### config.mk
export PLATFORM = sky130hd
export DESIGN_NAME = nfam_top
export DESIGN_NICKNAME = d
export VERILOG_FILES = /design/src/shared/nfam_pkg.sv /design/src/rtl/nfam_top.sv /design/src/rtl/nfam_xlate.sv /design/src/rtl/nfam_walker.sv
export SDC_FILE = /design/constraint.sdc
export NUM_CORES = 1
export LEC_CHECK = 0
export ABC_AREA = 1
export BUFFER_PORTS_ARGS = -buffer_cell sky130_fd_sc_hd__buf_2
export CAP_MARGIN = 5
export CORE_UTILIZATION = 54
export CTS_CLUSTER_SIZE = 28
export DETAILED_ROUTE_END_ITERATION = 8
export PLACE_DENSITY_LB_ADDON = 0.2
export SLEW_MARGIN = 40
export SYNTH_ARGS = -nofsm -noshare
export SYNTH_HDL_FRONTEND = slang
export SYNTH_HIERARCHICAL = 1
export SYNTH_SLANG_ARGS = --single-unit
### constraint.sdc
create_clock -name pclk -period 2.2 [get_ports pclk]
set_input_delay 0.33 -clock pclk [delete_from_list [all_inputs] [get_ports pclk]]
set_output_delay 0.33 -clock pclk [all_outputs]
set_load 0.01 [all_outputs]
### src/shared/nfam_pkg.sv
package nfam_pkg;
  localparam int          NFAM_ADDR_W       = 9;
  localparam int          NFAM_FOFS_W       = 16;
  // physical layout of the non-volatile array
  localparam logic [8:0]  NFAM_CC_BASE      = 9'h180;
  localparam logic [8:0]  NFAM_MLEN_BASE    = 9'h00c;
  localparam logic [8:0]  NFAM_MSG_BASE     = 9'h010;
  localparam logic [15:0] NFAM_MSG_FOFS     = 16'h0002;
  localparam logic [15:0] NFAM_CC_SIZE      = 16'h0010;
  localparam logic [15:0] NFAM_NDEF_SIZE    = 16'h0172;
  // container content expected from the preparing party
  localparam logic [15:0] NFAM_CC_VER_OFS   = 16'h0002;
  localparam logic [7:0]  NFAM_CC_VER_VAL   = 8'h20;
  localparam logic [15:0] NFAM_CC_FID_OFS   = 16'h0009;
  localparam logic [15:0] NFAM_CC_FID_VAL   = 16'h0103;
  localparam logic [15:0] NFAM_CC_MLE_OFS   = 16'h0003;
  localparam logic [15:0] NFAM_CC_MLC_OFS   = 16'h0005;
  // register map
  localparam logic [11:0] NFAM_SEL_OFS      = 12'h000;
  localparam logic [11:0] NFAM_FOFS_OFS     = 12'h004;
  localparam logic [11:0] NFAM_PHYS_OFS     = 12'h008;
  localparam logic [11:0] NFAM_STAT_OFS     = 12'h00c;
  localparam logic [11:0] NFAM_WALK_OFS     = 12'h010;

  typedef enum logic [1:0]
  {
    NFAM_SEL_NONE = 2'b00,
    NFAM_SEL_CC   = 2'b01,
    NFAM_SEL_NDEF = 2'b10
  } nfam_sel_e;
endpackage

### src/rtl/nfam_top.sv
// Design decisions made here: the register offsets and the APB register port.
`timescale 1ns/1ps
// Summary of operation
// a file must be selected before file offsets translate to physical addresses; with no file the phys register still reads the message mapping
// container file offset zero maps to physical 0x0180, bytes following
// container byte at offset 0x0002 holds mapping version 0x20
// container offsets 0x0009..0x000a hold file identifier 0x0103
// container offsets 0x0003..0x0004 hold maximum read response length
// container offsets 0x0005..0x0006 hold maximum write command length
// message file offsets 0..1 map to physical 0x000c..0x000d, fixed size
// message file offset 2 onward maps from physical 0x0010, skipping 0x000e..f
// one command may span length and message fields across the gap
// empty message file is length 0x0003 then bytes 0xd00000
// no interrupt output of any kind
// message file uses upper block 0 and blocks 1..23, container block 24
module nfam_top
  import nfam_pkg::*;
(
  input  wire logic         pclk,
  input  wire logic         presetn,
  input  wire logic         psel,
  input  wire logic         penable,
  input  wire logic         pwrite,
  input  wire logic [11:0]  paddr,
  input  wire logic [31:0]  pwdata,
  output logic      [31:0]  prdata,
  output logic              pready,
  output logic              pslverr,
  output logic      [8:0]   nvm_addr,
  output logic              nvm_valid,
  output logic              nvm_in_len
);
  // no interrupt logic exists in this block
  logic [1:0]  sel_reg;
  logic [15:0] fofs_reg;
  logic [31:0] prdata_reg;
  logic        pready_reg;
  logic        pslverr_reg;
  logic [8:0]  nvm_addr_reg;
  logic        nvm_valid_reg;
  logic        nvm_in_len_reg;

  wire logic        setup    = psel && !penable;
  // writes wait for the completing edge, so a transfer never lands half done
  wire logic        wr_acc   = psel && penable && pready_reg && pwrite;
  wire logic        hit_sel  = (paddr == NFAM_SEL_OFS);
  wire logic        hit_fofs = (paddr == NFAM_FOFS_OFS);
  wire logic        hit_phys = (paddr == NFAM_PHYS_OFS);
  wire logic        hit_stat = (paddr == NFAM_STAT_OFS);
  wire logic        hit_walk = (paddr == NFAM_WALK_OFS);
  wire logic        mapped   = hit_sel | hit_fofs | hit_phys | hit_stat | hit_walk;
  // selection codes other than the two files fall back to none
  wire logic [1:0]  sel_in   = (pwdata[1:0] == NFAM_SEL_CC || pwdata[1:0] == NFAM_SEL_NDEF)
                               ? pwdata[1:0] : NFAM_SEL_NONE;

  wire logic [8:0]  x_phys;
  wire logic        x_valid;
  wire logic        x_len;
  wire logic [8:0]  w_phys;
  wire logic        w_valid;
  wire logic        w_len;
  wire logic        w_busy;
  wire logic [15:0] w_fofs;
  wire logic        w_step;
  wire logic        walk_go  = wr_acc && hit_walk && (sel_reg != NFAM_SEL_NONE);

  nfam_xlate u_xlate
  (
    .sel    (sel_reg),
    .fofs   (fofs_reg),
    .phys   (x_phys),
    .valid  (x_valid),
    .in_len (x_len)
  );

  nfam_xlate u_wxlate
  (
    .sel    (sel_reg),
    .fofs   (w_fofs),
    .phys   (w_phys),
    .valid  (w_valid),
    .in_len (w_len)
  );

  nfam_walker u_walker
  (
    .pclk       (pclk),
    .presetn    (presetn),
    .start      (walk_go),
    .start_fofs (pwdata[15:0]),
    .count      (pwdata[23:16]),
    .busy       (w_busy),
    .cur_fofs   (w_fofs),
    .step       (w_step)
  );

  wire logic [31:0] rd_mux =
    hit_sel  ? {30'h0, sel_reg} :
    hit_fofs ? {16'h0, fofs_reg} :
    hit_phys ? {23'h0, x_phys} :
    hit_stat ? {29'h0, w_busy, x_len, x_valid} :
    hit_walk ? {16'h0, w_fofs} : 32'h0;

  // a walk streams one translated byte address per cycle to the array
  wire logic [8:0]  out_addr  = w_step ? w_phys  : x_phys;
  wire logic        out_valid = w_step ? w_valid : 1'b0;
  wire logic        out_len   = w_step ? w_len   : 1'b0;

  // apb: answer in the access cycle, zero wait states
  always_ff @(posedge pclk or negedge presetn)
  begin
    if (!presetn)
    begin
      pready_reg  <= 1'b0;
      pslverr_reg <= 1'b0;
      prdata_reg  <= 32'h0;
    end
    else
    begin
      pready_reg  <= setup;
      pslverr_reg <= setup && !mapped;
      prdata_reg  <= (setup && !pwrite) ? rd_mux : 32'h0;
    end
  end

  // writes land at the edge that completes the access phase
  always_ff @(posedge pclk or negedge presetn)
  begin
    if (!presetn)
    begin
      sel_reg  <= NFAM_SEL_NONE;
      fofs_reg <= 16'h0000;
    end
    else
    begin
      if (wr_acc && hit_sel)
        sel_reg <= sel_in;
      if (wr_acc && hit_fofs)
        fofs_reg <= pwdata[15:0];
    end
  end

  always_ff @(posedge pclk or negedge presetn)
  begin
    if (!presetn)
    begin
      nvm_addr_reg   <= 9'h000;
      nvm_valid_reg  <= 1'b0;
      nvm_in_len_reg <= 1'b0;
    end
    else
    begin
      nvm_addr_reg   <= out_addr;
      nvm_valid_reg  <= out_valid;
      nvm_in_len_reg <= out_len;
    end
  end

  assign prdata     = prdata_reg;
  assign pready     = pready_reg;
  assign pslverr    = pslverr_reg;
  assign nvm_addr   = nvm_addr_reg;
  assign nvm_valid  = nvm_valid_reg;
  assign nvm_in_len = nvm_in_len_reg;
endmodule

### src/rtl/nfam_xlate.sv
`timescale 1ns/1ps
module nfam_xlate
  import nfam_pkg::*;
(
  input  wire logic [1:0]              sel,
  input  wire logic [NFAM_FOFS_W-1:0]  fofs,
  output logic      [NFAM_ADDR_W-1:0]  phys,
  output logic                         valid,
  output logic                         in_len
);
  wire logic is_cc   = (sel == NFAM_SEL_CC);
  wire logic is_ndef = (sel == NFAM_SEL_NDEF);
  wire logic len_hit = (fofs < NFAM_MSG_FOFS);
  wire logic [15:0] cc_sum  = fofs + {7'h00, NFAM_CC_BASE};
  wire logic [15:0] len_sum = fofs + {7'h00, NFAM_MLEN_BASE};
  // skip physical bytes 0x00e..0x00f between length and message
  wire logic [15:0] msg_sum = fofs - NFAM_MSG_FOFS + {7'h00, NFAM_MSG_BASE};


  assign phys   = is_cc ? cc_sum[8:0] : (len_hit ? len_sum[8:0] : msg_sum[8:0]);

  assign valid  = (is_cc && fofs < NFAM_CC_SIZE) || (is_ndef && fofs < NFAM_NDEF_SIZE);
  assign in_len = is_ndef && len_hit;
endmodule

### src/rtl/nfam_walker.sv
`timescale 1ns/1ps
module nfam_walker
  import nfam_pkg::*;
(
  input  wire logic                    pclk,
  input  wire logic                    presetn,
  input  wire logic                    start,
  input  wire logic [NFAM_FOFS_W-1:0]  start_fofs,
  input  wire logic [7:0]              count,
  output logic                         busy,
  output logic      [NFAM_FOFS_W-1:0]  cur_fofs,
  output logic                         step
);
  logic [NFAM_FOFS_W-1:0] fofs_reg;
  logic [7:0]             left_reg;

  assign busy     = (left_reg != 8'h00);
  assign cur_fofs = fofs_reg;
  assign step     = busy;

  // one byte per cycle, so a command crosses the gap seamlessly
  always_ff @(posedge pclk or negedge presetn)
  begin
    if (!presetn)
    begin
      fofs_reg <= 16'h0000;
      left_reg <= 8'h00;
    end
    else if (start && !busy)
    begin
      fofs_reg <= start_fofs;
      left_reg <= count;
    end
    else if (busy)
    begin
      fofs_reg <= fofs_reg + 16'h0001;
      left_reg <= left_reg - 8'h01;
    end
  end
endmodule

==> impl_metrics.ini <==
[run_status]
status = complete, but fails checks
failed_checks = design-rule violations, negative hold slack

[grt]
grt_start_max_net_pins = 72
grt_pass1_vias = 4249
grt_usage_pct = 25.3
overflow = 0
antenna_found_initial = 0
grt_pass1_wl_mm = 19.5

[synthesis]
synth_compound_area_share_pct = 9.60
synth_async_sr_flop_share_pct = 100
synth_area_leaders = dfrtp_1 36%, nand2_1 13%, inv_1 6.8%
synth_flop_cell = dfrtp_1
synth_edf_count = 0
yosysMostFrequentCell = nand2_1
ys_types = 38
ys_ff_latch = 71
synth_top_cells_by_count = 171 x nand2_1, 91 x inv_1, 77 x nor2_1, 71 x dfrtp_1, 66 x nand3_1
synthSimpleGateAreaFrac_pct = 35.8
synth_top_family_by_area = simple AND/OR/NAND/NOR gates
synth_cells = 691
netlist.area_leader.share_pct = 35.6
synthAdderAreaFrac_pct = 2.01
synth_area_leader_cell = dfrtp_1
synthMuxAreaShare_pct = 0.226
synth-seq-area-share_pct = 35.6
synth_area_per_cell_sq_um = 7.22
synthXorXnorAreaFrac_pct = 2.81
synth_area_sq_um = 4990
yosysWarnings = 6

[pwr]
power.share.sequential_pct = 37.7
p_leak_uw = 0.00308
switchingPower_uw = 1990
pwr-share-clk_pct = 26.1
combPwrFrac_pct = 36.2
power.density_nw_per_um2 = 912
swShare_pct = 39.3
p_int_uw = 3080
ir_drop_mv = 0.578

[die]
die_y_um = 98.2
die_w_um = 98.2
die_area_sq_um = 9630
pin_count = 94
start_util_pct = 56.4
rows = 34
placeableCoreArea_sq_um = 8850

[placement]
dp_cells = 856
dp_hpwl_mm = 8.68
port-buffer-count = 69
placed_cell_area_sq_um = 5310
place.gp.congestion = 0.907

[finish]
fin_area_sq_um = 5570
nNetsFinal = 816
syn2layout_area_growth_pct = 11.5
n_antenna_cell = 0
final_cells = 872
drive_above_1_share_pct = 22.0
fin_util_pct = 62.9

[clock_network]
cts.clk_slew.worst_paths_ns = 0.08
clock_path_buffers = 2
clock_sink_count = 71
hold_buffers = 0
cts_tree = done
cts_resized = 0
cts-root-buf = clkbuf_8
clk-insertion-delay-late_ns = 0.35
cts_buffers = 9
cts_setup_buffers = 0
h-tree-depth = 3

[route]
routed_wl_mm = 11.8
vias = 4503
drtIter0Drc = 427
wire_per_inst_um = 13.5
vias_per_cell = 5.16
drtAntennaViolNets = 0
drtPass1Iterations = 9
remaining_drc_errors = 2

[critical_path]
required_ns = 2.49
r2r_slack_ns = 0.25
timing_worst_setup_path_type = reg2reg
ff2ff_path_depth = 9
cp.buffers_inverters = 3
r2r_end = u_walker/cur_fofs[9]$_DFFE_PN0P_
cp-start-kind = flop
critPathTopFamily = buffers and inverters
slowest_stage = dfrtp_1
crit_fanout = 28
cp_slowest_stage_delay_ns = 0.37
endpoint_kind = flop
r2r_start = u_walker/left_reg[0]$_DFFE_PN0P_
arrival_ns = 2.24
crit_chain = inv_1, ha_1, nand3_4, nor2_8, inv_4, buf_4, nand2_1, or2_2, nand3_1

[timing]
relSlewSlack_pct = 65.8
fmax_mhz = 512
rsz0062_at_grt = false
setup_viol = 0
worstMarginPinSlew_ns = 0.513
setup_tns_ns = 0
min_period_ns = 1.95
whs_ns = -0.0361
hold_viol = 11
timing.final.crit_share_pct = 88.7
fin_skew_ns = 0.0105
drv_slew = 0

[hold_path]
hold_class = in2async

[job]
drv_cap = 0
layout by cell type (no fill, tap or decap), types with 10 or more instances in the layout:
cell type	Yosys	final
nand2_1	171	171
nand3_1	66	66
conb_1	1	16
nand2_2	18	18
a21oi_1	14	14
dfrtp_1	71	71
buf_4	22	12
nor2_1	77	77
buf_2	2	69
clkbuf_8	0	10
o21ai_2	16	16
o21ai_0	29	29
nand4_1	12	12
xor2_1	11	11
inv_1	91	91
o21ai_1	14	14
final cells by class:
| type | count | area, sq um |
|---|---|---|
| Clock buffer | 10 | 138 |
| Clock inverter | 6 | 116 |
| Fill cell | 803 | 3280 |
| Inverter | 95 | 359 |
| Multi-Input combinational cell | 500 | 2580 |
| Sequential cell | 71 | 1780 |
| Tap cell | 108 | 135 |
| Timing Repair Buffer | 82 | 455 |
routing by layer:
layer	vias to the layer above	global-route usage (%)	part of all wire, %
met2	142	42.0	47
met1	2069	34.2	45
met5	-	0	0
met4	0	8.38	2.0
met3	21	3.65	5.2
li1	2271	-	-
power by group through the flow:
stage               clock network, uW  logic (uW)  registers (uW)
finish                           1320        1840            1910
global route                     1400        2060            1950
detailed placement                  0        1810            1930
global placement                    0        1740            1910
floorplan                           0        1320            1910
CTS                              1350        1820            1910
cells by family (layout without fill, tap and decap cells):
group	count (synthesis)	count (layout)
flops	71	71
xor+xnor	16	16
fa+ha+maj	8	8
buf+inv	135	193
other cells	1	16
compound gates	79	79
simple gates	380	380
mux	1	1
stage by stage:
step                      power, uW  setup WS, ns
final                          5070         0.248
after CTS                      5080         0.274
after global routing           5420         0.162
after floorplan                3220         0.201
after global placement         3650         0.323
after detailed placement       3740         0.278
how the worst max path moves through the flow:
stage / from / end / slack (ns) / depth (start not counted)
final: u_walker/left_reg[0]$_DFFE_PN0P_ / u_walker/cur_fofs[9]$_DFFE_PN0P_ / 0.25 / 9
after global routing: u_walker/left_reg[0]$_DFFE_PN0P_ / u_walker/cur_fofs[9]$_DFFE_PN0P_ / 0.16 / 9
after CTS: u_walker/left_reg[0]$_DFFE_PN0P_ / u_walker/cur_fofs[9]$_DFFE_PN0P_ / 0.27 / 9
after detailed placement: paddr[0] / u_walker/cur_fofs[4]$_DFFE_PN0P_ / 0.28 / 10
after global placement: paddr[0] / u_walker/cur_fofs[11]$_DFFE_PN0P_ / 0.32 / 11
after floorplan: u_walker/left_reg[0]$_DFFE_PN0P_ / nvm_addr[1]$_DFF_PN0_ / 0.20 / 11
worst reg2reg max path: cells and delay by family, from the launching register on:
kind | cells | cell delay [ns]
fa+ha+maj | 1 | 0.27
buf+inv | 3 | 0.65
flops | 1 | 0.37
simple gates | 5 | 0.60
No activity file was read; power rests on OpenSTA's default activity.
